## config.mk

```make
export PLATFORM = sky130hd
export DESIGN_NAME = hdb_top
export DESIGN_NICKNAME = d
export VERILOG_FILES = /design/src/rtl/hdb_pkg.sv /design/src/rtl/hdb_top.sv /design/src/rtl/hdb_rom.sv
export SDC_FILE = /design/constraint.sdc
export NUM_CORES = 1
export LEC_CHECK = 0
export BUFFER_PORTS_ARGS = -buffer_cell sky130_fd_sc_hd__buf_2
export CAP_MARGIN = 10
export CORE_MARGIN = 3
export CORE_UTILIZATION = 45
export DETAILED_ROUTE_END_ITERATION = 10
export GPL_ROUTABILITY_DRIVEN = 0
export PLACE_DENSITY = 0.63
export SYNTH_ARGS = -nofsm -noshare
export SYNTH_HDL_FRONTEND = slang
export SYNTH_SLANG_ARGS = --single-unit
```

## constraint.sdc

```tcl
create_clock -name pclk -period 4.9 [get_ports pclk]
set_clock_uncertainty 0.15 [all_clocks]
set_input_delay 0.49 -clock pclk [delete_from_list [all_inputs] [get_ports pclk]]
set_output_delay 0.49 -clock pclk [all_outputs]
set_load 0.05 [all_outputs]
```

## src/rtl/hdb_pkg.sv

```systemverilog
// package of constants for the hub descriptor builder
package hdb_pkg;
	localparam logic [7:0] IF_LEN = 8'h09;
	localparam logic [7:0] IF_TYPE = 8'h04;
	localparam logic [7:0] IF_NUM = 8'h00;
	localparam logic [7:0] IF_ALT = 8'h00;
	localparam logic [7:0] IF_NUM_EP = 8'h01;
	localparam logic [7:0] IF_CLASS_HUB = 8'h09;
	localparam logic [7:0] IF_SUBCLASS = 8'h00;
	localparam logic [7:0] IF_PROTOCOL = 8'h00;
	localparam logic [7:0] IF_STRING = 8'h00;
	localparam logic [7:0] EP_LEN = 8'h07;
	localparam logic [7:0] EP_TYPE = 8'h05;
	localparam logic [7:0] EP_ADDR = 8'h81;
	localparam logic [7:0] EP_ATTR = 8'h03;
	localparam logic [15:0] EP_MAXPKT = 16'h0001;
	localparam logic [7:0] EP_INTERVAL = 8'hff;
	localparam logic [7:0] HUB_LEN = 8'h09;
	localparam logic [7:0] HUB_TYPE = 8'h29;
	localparam logic [7:0] HUB_TYPE_LEGACY = 8'h00;
	localparam logic [7:0] HUB_PWR_CTRL_MASK = 8'hff;
	localparam logic [1:0] TOTAL_PORTS = 2'd3;
	localparam logic [7:0] USB_DT_INTERFACE = 8'h04;
	localparam logic [7:0] USB_DT_ENDPOINT = 8'h05;
	// apb register map (32-bit words)
	localparam logic [11:0] REG_CTRL = 12'h000;
	localparam logic [11:0] REG_CFG0 = 12'h004;
	localparam logic [11:0] REG_CFG1 = 12'h008;
	localparam logic [11:0] REG_STATUS = 12'h00c;
	localparam logic [11:0] REG_DATA = 12'h010;
	// field positions in REG_CFG0
	localparam int CFG0_PSRC = 0;
	localparam int CFG0_PPSW = 1;
	localparam int CFG0_COMP = 2;
	localparam int CFG0_OCS = 3;
	localparam int CFG0_BPDIS = 8;
	localparam int CFG0_SPDIS = 12;
	localparam int CFG0_PONT = 16;
	localparam int CFG0_NRDEV = 24;
	// reset (internal default) values
	localparam logic [31:0] CFG0_RST = 32'h3200_0008;
	localparam logic [31:0] CFG1_RST = 32'h0000_0032;
	localparam logic [31:0] CTRL_RST = 32'h0000_0000;
	typedef enum logic [1:0] {
		SEL_IF = 2'b00,
		SEL_EP = 2'b01,
		SEL_HUB = 2'b10,
		SEL_NONE = 2'b11
	} hdb_sel_t;
endpackage

```

## src/rtl/hdb_top.sv

```systemverilog
// hub descriptor builder: apb slave plus byte streamer
`timescale 1ns/1ps
`default_nettype none
module hdb_top #(
	parameter int ADDR_W = 12
) (
	// clock and reset
	input wire logic pclk,
	input wire logic presetn,
	// apb slave
	input wire logic psel,
	input wire logic penable,
	input wire logic pwrite,
	input wire logic [ADDR_W-1:0] paddr,
	input wire logic [31:0] pwdata,
	input wire logic [3:0] pstrb,
	output logic [31:0] prdata,
	output logic pready,
	output logic pslverr,
	// descriptor byte stream
	output logic [7:0] desc_byte,
	output logic desc_valid,
	output logic desc_last,
	output logic desc_busy
);
	import hdb_pkg::*;

	// five address bits reach every register; the decode itself is twelve wide
	if (ADDR_W < 5 || ADDR_W > 12) begin
		$error("hdb_top: ADDR_W must be 5..12");
	end

	function automatic logic [31:0] apply_strb(input logic [31:0] old,
		input logic [31:0] wd, input logic [3:0] st);
		logic [31:0] r;
		r = old;
		for (int i = 0; i < 4; i++) begin
			if (st[i]) begin
				r[8*i +: 8] = wd[8*i +: 8];
			end
		end
		apply_strb = r;
	endfunction

	typedef enum logic [1:0] {
		ST_IDLE = 2'b00,
		ST_SEND = 2'b01,
		ST_DONE = 2'b10
	} hdb_state_t;

	typedef enum logic [2:0] {
		RG_CTRL = 3'b000,
		RG_CFG0 = 3'b001,
		RG_CFG1 = 3'b010,
		RG_STATUS = 3'b011,
		RG_DATA = 3'b100,
		RG_NONE = 3'b111
	} hdb_reg_t;

	// one decode shared by the write side, the read side and the error answer
	function automatic hdb_reg_t reg_decode(input logic [11:0] a);
		hdb_reg_t r;
		if (a == REG_CTRL) begin
			r = RG_CTRL;
		end else if (a == REG_CFG0) begin
			r = RG_CFG0;
		end else if (a == REG_CFG1) begin
			r = RG_CFG1;
		end else if (a == REG_STATUS) begin
			r = RG_STATUS;
		end else if (a == REG_DATA) begin
			r = RG_DATA;
		end else begin
			r = RG_NONE;
		end
		return r;
	endfunction

	logic [31:0] cfg0_ff;
	logic [31:0] cfg1_ff;
	logic [31:0] prdata_ff;
	logic pready_ff;
	logic pslverr_ff;
	logic [7:0] desc_byte_ff;
	logic desc_valid_ff;
	logic desc_last_ff;
	logic desc_busy_ff;
	hdb_state_t state_ff;
	hdb_state_t nxt_state;
	hdb_sel_t sel_ff;
	logic [3:0] idx_ff;
	logic [7:0] remain_ff;
	logic err_ff;
	logic [7:0] req_type_ff;
	logic [7:0] req_len_ff;

	logic [11:0] addr12;
	logic access;
	logic cfg_wr;
	hdb_reg_t reg_sel;
	logic wr_ok;
	logic rd_ok;
	logic addr_hit;
	logic start;
	hdb_sel_t req_sel;
	logic [7:0] rom_data;
	logic [7:0] rom_len;
	logic [7:0] first_len;

	assign addr12 = 12'(paddr);
	assign access = psel && penable && !pready_ff;
	assign reg_sel = reg_decode(addr12);
	assign addr_hit = (reg_sel != RG_NONE);
	assign wr_ok = access && pwrite && addr_hit;
	assign rd_ok = access && !pwrite && addr_hit;
	// configuration and control only change between streams
	assign cfg_wr = wr_ok && (state_ff == ST_IDLE);
	// a write to the control word launches a descriptor fetch
	assign start = cfg_wr && (reg_sel == RG_CTRL);

	always_comb begin
		if (pwdata[7:0] == USB_DT_INTERFACE) begin
			req_sel = SEL_IF;
		end else if (pwdata[7:0] == USB_DT_ENDPOINT) begin
			req_sel = SEL_EP;
		end else if (pwdata[7:0] == HUB_TYPE || pwdata[7:0] == HUB_TYPE_LEGACY) begin
			req_sel = SEL_HUB;
		end else begin
			req_sel = SEL_NONE;
		end
	end

	hdb_rom u_rom (
		.sel(sel_ff),
		.index(idx_ff),
		.power_source_select(cfg0_ff[CFG0_PSRC]),
		.bus_powered_port_disable_mask(cfg0_ff[CFG0_BPDIS +: 3]),
		.self_powered_port_disable_mask(cfg0_ff[CFG0_SPDIS +: 3]),
		.port_power_switching_mode(cfg0_ff[CFG0_PPSW]),
		.compound_flag(cfg0_ff[CFG0_COMP]),
		.overcurrent_sense_mode(cfg0_ff[CFG0_OCS +: 2]),
		.power_on_time(cfg0_ff[CFG0_PONT +: 8]),
		.hub_ctrl_current_bp(cfg1_ff[7:0]),
		.hub_ctrl_current_sp(cfg1_ff[15:8]),
		.nonremovable_mask(cfg0_ff[CFG0_NRDEV +: 8]),
		.data(rom_data),
		.length(rom_len)
	);

	// bytes to send: the smaller of requested and descriptor length
	assign first_len = (req_len_ff < rom_len) ? req_len_ff : rom_len;

	// configuration words; loaded only while idle, so a stream sees one snapshot
	always_ff @(posedge pclk or negedge presetn) begin
		if (!presetn) begin
			cfg0_ff <= CFG0_RST;
		end else if (cfg_wr && reg_sel == RG_CFG0) begin
			cfg0_ff <= apply_strb(cfg0_ff, pwdata, pstrb);
		end
	end

	always_ff @(posedge pclk or negedge presetn) begin
		if (!presetn) begin
			cfg1_ff <= CFG1_RST;
		end else if (cfg_wr && reg_sel == RG_CFG1) begin
			cfg1_ff <= apply_strb(cfg1_ff, pwdata, pstrb);
		end
	end

	// apb answer: one wait state, pready in the second access cycle
	always_ff @(posedge pclk or negedge presetn) begin
		if (!presetn) begin
			pready_ff <= 1'b0;
		end else begin
			pready_ff <= access;
		end
	end

	// unmapped offsets answer with an error and have no other effect
	always_ff @(posedge pclk or negedge presetn) begin
		if (!presetn) begin
			pslverr_ff <= 1'b0;
		end else begin
			pslverr_ff <= access && !addr_hit;
		end
	end

	// read data stands with pready only; zero otherwise so stale words never leak
	always_ff @(posedge pclk or negedge presetn) begin
		if (!presetn) begin
			prdata_ff <= CTRL_RST;
		end else if (!rd_ok) begin
			prdata_ff <= 32'h0000_0000;
		end else if (reg_sel == RG_CTRL) begin
			prdata_ff <= {16'h0000, req_len_ff, req_type_ff};
		end else if (reg_sel == RG_CFG0) begin
			prdata_ff <= cfg0_ff;
		end else if (reg_sel == RG_CFG1) begin
			prdata_ff <= cfg1_ff;
		end else if (reg_sel == RG_STATUS) begin
			prdata_ff <= {28'h0, err_ff, desc_busy_ff, state_ff};
		end else begin
			prdata_ff <= {24'h0, desc_byte_ff};
		end
	end

	// request capture: taken once per accepted control write
	always_ff @(posedge pclk or negedge presetn) begin
		if (!presetn) begin
			req_type_ff <= 8'h00;
		end else if (start) begin
			req_type_ff <= pwdata[7:0];
		end
	end

	always_ff @(posedge pclk or negedge presetn) begin
		if (!presetn) begin
			req_len_ff <= 8'h00;
		end else if (start) begin
			req_len_ff <= pwdata[15:8];
		end
	end

	always_ff @(posedge pclk or negedge presetn) begin
		if (!presetn) begin
			sel_ff <= SEL_NONE;
		end else if (start) begin
			sel_ff <= req_sel;
		end
	end

	// unknown type or zero length: nothing is sent, the error bit tells software why
	always_ff @(posedge pclk or negedge presetn) begin
		if (!presetn) begin
			err_ff <= 1'b0;
		end else if (start) begin
			err_ff <= (req_sel == SEL_NONE) || (pwdata[15:8] == 8'h00);
		end
	end

	// streamer state
	always_comb begin
		nxt_state = state_ff;
		case (state_ff)
			ST_IDLE: begin
				if (start) begin
					nxt_state = ST_DONE;
					if (req_sel != SEL_NONE && pwdata[15:8] != 8'h00) begin
						nxt_state = ST_SEND;
					end
				end
			end
			ST_SEND: begin
				if (remain_ff == 8'd1 || (idx_ff == 4'd0 && first_len == 8'd1)) begin
					nxt_state = ST_DONE;
				end
			end
			ST_DONE: nxt_state = ST_IDLE;
			default: nxt_state = ST_IDLE;
		endcase
	end

	always_ff @(posedge pclk or negedge presetn) begin
		if (!presetn) begin
			state_ff <= ST_IDLE;
		end else begin
			state_ff <= nxt_state;
		end
	end

	// byte index, ascending offsets
	always_ff @(posedge pclk or negedge presetn) begin
		if (!presetn) begin
			idx_ff <= 4'd0;
		end else if (state_ff == ST_SEND) begin
			idx_ff <= idx_ff + 4'd1;
		end else begin
			idx_ff <= 4'd0;
		end
	end

	// bytes still owed; loaded from first_len on the first byte, truncating the reply
	always_ff @(posedge pclk or negedge presetn) begin
		if (!presetn) begin
			remain_ff <= 8'd0;
		end else if (state_ff == ST_SEND) begin
			remain_ff <= ((idx_ff == 4'd0) ? first_len : remain_ff) - 8'd1;
		end else begin
			remain_ff <= 8'd0;
		end
	end

	// output stream registers
	always_ff @(posedge pclk or negedge presetn) begin
		if (!presetn) begin
			desc_valid_ff <= 1'b0;
		end else begin
			desc_valid_ff <= (state_ff == ST_SEND);
		end
	end

	always_ff @(posedge pclk or negedge presetn) begin
		if (!presetn) begin
			desc_last_ff <= 1'b0;
		end else begin
			desc_last_ff <= (state_ff == ST_SEND) && (nxt_state == ST_DONE);
		end
	end

	// busy covers the cycle before the first byte and the last byte itself
	always_ff @(posedge pclk or negedge presetn) begin
		if (!presetn) begin
			desc_busy_ff <= 1'b0;
		end else begin
			desc_busy_ff <= (nxt_state == ST_SEND) || (state_ff == ST_SEND);
		end
	end

	// the byte register keeps the last byte sent, which the data register reads back
	always_ff @(posedge pclk or negedge presetn) begin
		if (!presetn) begin
			desc_byte_ff <= 8'h00;
		end else if (state_ff == ST_SEND) begin
			desc_byte_ff <= rom_data;
		end
	end

	assign prdata = prdata_ff;
	assign pready = pready_ff;
	assign pslverr = pslverr_ff;
	assign desc_byte = desc_byte_ff;
	assign desc_valid = desc_valid_ff;
	assign desc_last = desc_last_ff;
	assign desc_busy = desc_busy_ff;
endmodule
`default_nettype wire

```

## src/rtl/hdb_rom.sv

```systemverilog
// byte lookup for the three descriptors
`timescale 1ns/1ps
`default_nettype none
module hdb_rom (
	// selection
	input wire hdb_pkg::hdb_sel_t sel,
	input wire logic [3:0] index,
	// configuration
	input wire logic power_source_select,
	input wire logic [2:0] bus_powered_port_disable_mask,
	input wire logic [2:0] self_powered_port_disable_mask,
	input wire logic port_power_switching_mode,
	input wire logic compound_flag,
	input wire logic [1:0] overcurrent_sense_mode,
	input wire logic [7:0] power_on_time,
	input wire logic [7:0] hub_ctrl_current_bp,
	input wire logic [7:0] hub_ctrl_current_sp,
	input wire logic [7:0] nonremovable_mask,
	// result
	output logic [7:0] data,
	output logic [7:0] length
);
	import hdb_pkg::*;

	function automatic logic [1:0] popcount3(input logic [2:0] m);
		popcount3 = {1'b0, m[0]} + {1'b0, m[1]} + {1'b0, m[2]};
	endfunction

	logic [2:0] dis_mask;
	logic [7:0] nbr_ports;
	logic [15:0] hub_char;

	always_comb begin
		dis_mask = power_source_select ? self_powered_port_disable_mask
			: bus_powered_port_disable_mask;
		nbr_ports = {6'd0, TOTAL_PORTS - popcount3(dis_mask)};
		hub_char = 16'h0000;
		// a zero setting reports ganged switching, a one reports '01'; the '1x' codes are not taken
		hub_char[1:0] = port_power_switching_mode ? 2'b01 : 2'b00;
		hub_char[2] = compound_flag;
		hub_char[4:3] = overcurrent_sense_mode;
	end

	always_comb begin
		data = 8'h00;
		length = 8'h00;
		case (sel)
			SEL_IF: begin
				length = IF_LEN;
				case (index)
					4'd0: data = IF_LEN;
					4'd1: data = IF_TYPE;
					4'd2: data = IF_NUM;
					4'd3: data = IF_ALT;
					4'd4: data = IF_NUM_EP;
					4'd5: data = IF_CLASS_HUB;
					4'd6: data = IF_SUBCLASS;
					4'd7: data = IF_PROTOCOL;
					4'd8: data = IF_STRING;
					default: data = 8'h00;
				endcase
			end
			SEL_EP: begin
				length = EP_LEN;
				case (index)
					4'd0: data = EP_LEN;
					4'd1: data = EP_TYPE;
					4'd2: data = EP_ADDR;
					4'd3: data = EP_ATTR;
					4'd4: data = EP_MAXPKT[7:0];
					4'd5: data = EP_MAXPKT[15:8];
					4'd6: data = EP_INTERVAL;
					default: data = 8'h00;
				endcase
			end
			SEL_HUB: begin
				length = HUB_LEN;
				case (index)
					4'd0: data = HUB_LEN;
					4'd1: data = HUB_TYPE;
					4'd2: data = nbr_ports;
					4'd3: data = hub_char[7:0];
					4'd4: data = hub_char[15:8];
					4'd5: data = power_on_time;
					4'd6: data = power_source_select ? hub_ctrl_current_sp
						: hub_ctrl_current_bp;
					4'd7: data = nonremovable_mask;
					4'd8: data = HUB_PWR_CTRL_MASK;
					default: data = 8'h00;
				endcase
			end
			default: begin
				data = 8'h00;
				length = 8'h00;
			end
		endcase
	end
endmodule
`default_nettype wire

```

=== Word-level counts from Yosys, hierarchy flattened ===
Memories as Yosys holds them, arrays and structs flattened.
Index checks and enable logic that the tools add are counted.

* Word-level logic and storage cells: 123
* Memories kept: 1
* Flip-flop bits (word level): 142
* Memory bits (read-only): 48
* Input port bits: 53
* Output and inout port bits: 45

* Magnitude comparators: 1
* $add $sub $neg: 5
* Reduce and logical (&&, ||, !) cells: 38
* Multiplexer cells: 28
* Equality and inequality tests: 28

{| class="wikitable"
|+ Memories
! memory !! depth !! width !! rd ports !! clocked after Yosys merged registers in !! wr ports !! RTL line !! source
|-
| (no name shown) || 16 || 3 || 1 || 0 || 0 || hdb_rom.sv:50 || <nowiki>case (index)</nowiki>
|}

{| class="wikitable"
|+ Operators with widths
! operator !! number
|-
| 2-to-1 mux 32 bit || 4
|-
| case mux 8 bit (8 select lines) || 1
|-
| case mux 8 bit (6 select lines) || 1
|-
| 2-to-1 mux 8 bit || 5
|-
| equality test 12 x 4 -> 1 bit (second input constant) || 2
|-
| case mux 8 bit (3 select lines) || 1
|-
| equality test 4 x 3 -> 1 bit (second input constant) || 4
|-
| equality test 8 x 1 -> 1 bit (second input constant) || 2
|-
| equality test 8 x 3 -> 1 bit (second input constant) || 2
|-
| logical NOT 8 bit || 2
|-
| AND reduction 2 bit || 8
|-
| 2-to-1 mux 3 bit || 5
|-
| logical AND 1 bit || 14
|-
| equality test 12 x 3 -> 1 bit (second input constant) || 1
|-
| equality test 12 x 5 -> 1 bit (second input constant) || 1
|-
| logical NOT 12 bit || 1
|-
| 2-to-1 mux 2 bit || 6
|-
| equality test 4 x 2 -> 1 bit (second input constant) || 2
|-
| equality test 8 x 6 -> 1 bit (second input constant) || 1
|-
| < comparator 8 bit || 1
|-
| case mux 4 bit (2 select lines) || 1
|-
| nonzero test 8 bit || 1
|-
| subtractor 8 x 1 -> 8 bit (second input constant) || 1
|-
| equality test 2 x 1 -> 1 bit (second input constant) || 3
|-
| 20 further kinds || 30
|}

=== Longest topological paths before layout ===
* Depth after elaboration: 14
* Mapped depth: 11
* Mapped depth without buffers: 11

=== Modules after synthesis ===
A second synthesis with hierarchy kept.

* Cell total of the unflattened synthesis: 640
* Area total of the unflattened synthesis: 7073.0 um2

{| class="wikitable"
|+ By module, submodules not included
! module !! instances !! cells an instance !! area each (um2) !! seq. area each (um2)
|-
| hdb_top || 1 || 529 || 6318.6 || 3564.7
|-
| hdb_rom || 1 || 111 || 754.5 || 0.0
|}

=== Least setup slack after synthesis ===
No wires, ideal clock.

* Kind: flip-flop to flip-flop
* From: register sel_ff[0]
* To: register remain_ff[6]
* Setup time: 0.136 ns
* Data arrival time: 2.598 ns
* Cell stages (with the launch flop): 12
* Path buffers: 2
* Clock period less this slack: 2.884 ns
* Slack: 2.016 ns
* Data required time: 4.614 ns
* Cells stage by stage: dfstp_2 > clkbuf_1 > clkbuf_1 > ha_1 > nand3_1 > a2bb2oi_1 > a31oi_1 > a22oi_2 > ha_1 > nand3_1 > o311ai_1 > a21oi_1

* Word-level cells in the longest chain between the ends: 8
* Elaborated cells between the ends (all ways): 10
* Those cells by class: 1 x add/sub; 1 x order compare; 2 x eq/ne; 4 x mux; 2 x reduce/logical

{| class="wikitable"
|+ Ends and longest elaborated chain
! what !! RTL line !! source
|-
| from (decl) || hdb_top.sv:90 || <nowiki>hdb_sel_t sel_ff;</nowiki>
|-
| from (signal assigned) || hdb_top.sv:228 || <nowiki>sel_ff <= req_sel;</nowiki>
|-
| equality test 2 bit / logical NOT 2 bit (equally long branches) || hdb_rom.sv:47 || <nowiki>case (sel)</nowiki>
|-
| OR reduction 2 bit (no line) || n/a ||
|-
| case mux 4 bit (2 select lines) (*) || hdb_rom.sv:47 ||
|-
| < comparator 8 bit || hdb_top.sv:151 || <nowiki>assign first_len = (req_len_ff < rom_len) ? req_len_ff : rom_len;</nowiki>
|-
| 2-to-1 mux 8 bit (*) || hdb_top.sv:151 ||
|-
| 2-to-1 mux 8 bit (*) || hdb_top.sv:287 || <nowiki>remain_ff <= ((idx_ff == 4'd0) ? first_len : remain_ff) - 8'd1;</nowiki>
|-
| subtractor 8 x 1 -> 8 bit (*) || hdb_top.sv:287 ||
|-
| 2-to-1 mux 8 bit (*) || hdb_top.sv:286 || <nowiki>end else if (state_ff == ST_SEND) begin</nowiki>
|-
| to (signal assigned) || hdb_top.sv:287 ||
|-
| to (decl) || hdb_top.sv:92 || <nowiki>logic [7:0] remain_ff;</nowiki>
|}

Every way passes the cells marked *; elsewhere a longest branch is shown, timed or not.
A chain may end at the register's enable or synchronous reset.

=== Worst setup path after layout ===
Ends and elaborated chain as after synthesis.

==> reports/metrics.cfg <==
[detailed_routing]
drt_pre_antenna_iters = 5
detail_route.iter0.violations = 437
route.final.wire_length_mm = 17.0
dr_total_vias = 5190
vias_per_cell = 5.73
drcViolationCount = 0
wl_per_cell_um = 18.8
ant_nets = 0

[worst_setup_path]
r2r-start = sel_ff[0]$_DFFE_PN1N_
crit_top_cell = ha_1
crit_chain = nand2_1 > ha_1 > a21o_1 > a2bb2oi_1 > a31oi_1 > a22oi_2 > ha_1 > nand3_1 > o311ai_1 > a21oi_1
critical_path.max_fanout = 13
crit_path_end_kind = flop
worstSetupStartpointType = flop
critical_path.top_delay_family = compound AO/OA/AOI/OAI gates
critical_path_buf_inv_count = 0
cp_data_required_time_ns = 5.01
register_to_register_setup_slack_ns = 1.62
path_class = reg2reg
r2r.worst_path.cells = 10
critical_path.reg2reg.endpoint = remain_ff[6]$_DFF_PN0_
critical_path_arrival_ns = 3.39
critPathMaxStageDelay_ns = 0.65
slowest_stage = dfstp_2

[sta]
fmax_ghz = 0.305
slew_violations = 0
worst_pin_slew_ns = 0.888
timing_hold_violations_final = 1
setup_violations = 0
grt_setup_unrepaired = false
fin_hold_ws_ns = -0.00441
finalSetupTns_ns = 0
slew-limit-headroom = 0.408
finalWorstPathRequiredPeriod_ns = 3.28
final_min_period_over_clock_period = 0.669

[finish]
layout.cells.most_common = dfrtp_1
final_net_count = 774
antenna_cells = 0
most_used_cells_in_the_layout_excluding_fill_and_tap_cells = 133 x dfrtp_1, 96 x buf_2, 76 x nand2_1
drive_gt1_frac = 0.305
num-fill-cells = 1271
layout.core_utilization = 0.553
syn_to_final_growth_pct = 17.2

[synth]
synth_top_area_share = 0.497
netlist-cell-type-count = 65
yosys-top-cells-area = dfrtp_1 50%, mux2_2 11%, nand2_1 4.3%
synth_largest_area_cell = dfrtp_1
ys_warn_count = 0
synth_cells = 625
synth_edf_count = 0
syn_area_um2 = 6700
share_of_synthesized_area_occupied_by_flip_flops_and_latches = 0.532
synth.ff_latch_count = 142
asyncSetResetFlopFracSynth = 1.00
mean_instance_size_in_the_synthesized_netlist_um2 = 10.7
mappedNetlistNets = 687
ys_dominant_reg_cell = dfrtp_1

[place]
post-dp-hpwl_mm = 12.3
port_buffers = 97

[clock_network]
tritoncts.num_buffers = 17
post_cts.repair.setup_buffers = 0
cts_repair_resize_count = 0
worst_skew_pair_latency_ns = 0.42
clock_tree.buffer_depth = 2
tritoncts_clock_tree = done
clkSlewWorstSetupHoldPaths_ns = 0.06
holdBufCountCts = 0
clock_sink_count = 142
clock_tree.root_cell = clkbuf_16
htree_num_levels = 4

[grt]
track_usage = 0.216
antenna_violations_before_repair = 0
grt_pass1_vias = 5218
wire_length_of_the_first_global_routing_pass_mm = 27.4
maximum_number_of_pins_on_one_net_before_global_route_repair = 96
overflow = 0

[power]
p_leak_nw = 3.80
power_frac_clock = 0.482
share_seq_of_total_power = 0.486
combPwrFrac = 0.032
net_switching_w = 0.000514
sw_frac_of_total = 0.213
powerDensity_nw_per_um2 = 308
power.internal_w = 0.00190
vdd_ir_drop_max_v = 0.000232

[run]
max_cap_violations = 0

[floorplanning]
design.die.area_um2 = 16400
fp.coreArea_um2 = 14200
die_width_um = 128
die_height_um = 128
ioPinCount = 98
std_cell_rows = 43
floorplan.initialDensity = 0.472

[run_status]
status = complete, but fails checks
failed_checks = hold timing

[min_path]
min_path_type = in2async

[worst max-delay path by stage]
stage                               start                      to  cells after the start
floorplan           sel_ff[0]$_DFFE_PN1N_  remain_ff[6]$_DFF_PN0_                     11
global placement    sel_ff[0]$_DFFE_PN1N_  remain_ff[6]$_DFF_PN0_                     10
detailed placement  sel_ff[0]$_DFFE_PN1N_  remain_ff[6]$_DFF_PN0_                     10
CTS                 sel_ff[0]$_DFFE_PN1N_  remain_ff[6]$_DFF_PN0_                     10
global route        sel_ff[0]$_DFFE_PN1N_  remain_ff[6]$_DFF_PN0_                     10
finish              sel_ff[0]$_DFFE_PN1N_  remain_ff[6]$_DFF_PN0_                     10
[through the flow]
stage | cell area, um2 | setup WS, ns | hold slack [ns] | instances | power, W
4_1_cts | 7840 | 1.64 | 0.0501 | 904 | 0.00244
5_1_grt | 7850 | 1.36 | 0.0657 | 905 | 0.00250
3_3_place_gp | 7310 | 1.83 | 0.309 | 872 | 0.00127
6_report | 7850 | 1.62 | -0.00441 | 905 | 0.00242
2_1_floorplan | 6700 | 2.02 | 0.0444 | 625 | 0.00121
3_5_place_dp | 7310 | 1.66 | 0.312 | 872 | 0.00127
[power groups by stage]
stage	combinational [W]	clock [W]	sequential, W
after global placement	0.0000759	0	0.00120
after CTS	0.0000780	0.00119	0.00117
final	0.0000763	0.00117	0.00118
after global routing	0.0000855	0.00124	0.00117
after detailed placement	0.0000780	0	0.00120
after floorplan	0.0000132	0	0.00120
[flip-flops by register name, indices dropped and copies added (netlist names)]
signal       flops
pready           1
cfg0_ff         32
desc_busy        1
idx_ff           4
pslverr          1
cfg1_ff         32
sel_ff           2
desc_valid       1
prdata          32
desc_last        1
desc_byte        8
err_ff           1
remain_ff        8
req_len_ff       8
state_ff         2
req_type_ff      8
[layout make-up]
cell class | instances | area, um2 | share of cell area
clock inverter | 7 | 63.8 | 0.00812
inverter | 11 | 41.3 | 0.00526
multi-input combinational | 439 | 2970 | 0.378
timing repair buffer | 101 | 526 | 0.0669
sequential | 142 | 3560 | 0.454
clock buffer | 25 | 465 | 0.0593
tap | 180 | 225 | 0.0287
[kinds of logic after synthesis]
| family | share of synthesized area |
|---|---|
| buf+inv | 0.0258 |
| compound gates | 0.116 |
| xor+xnor | 0.00784 |
| fa+ha+maj | 0.0179 |
| mux | 0.146 |
| simple gates | 0.154 |
| flops | 0.532 |
[metal layers]
layer	GRT usage	vias up	routed length [um]
met5	0	-	0
met4	0.0818	0	357
met3	0.0479	22	1040
met2	0.335	192	7890
met1	0.298	2563	7710
li1	-	2413	-
[synth_stat cells, drive strengths merged (4+ instances only)]
cell      n
a21oi    32
a22oi    17
a311oi    4
a31oi     6
and2      5
buf       8
clkbuf   25
dfrtp   133
dfstp     9
ha        8
inv      11
mux2     68
mux2i    21
nand2    84
nand2b    4
nand3    10
nand3b    6
nand4     4
nor2     70
nor3     10
nor4      4
o211ai   10
o21ai    19
xnor2     4
No activity file was read; power rests on OpenSTA's default activity.
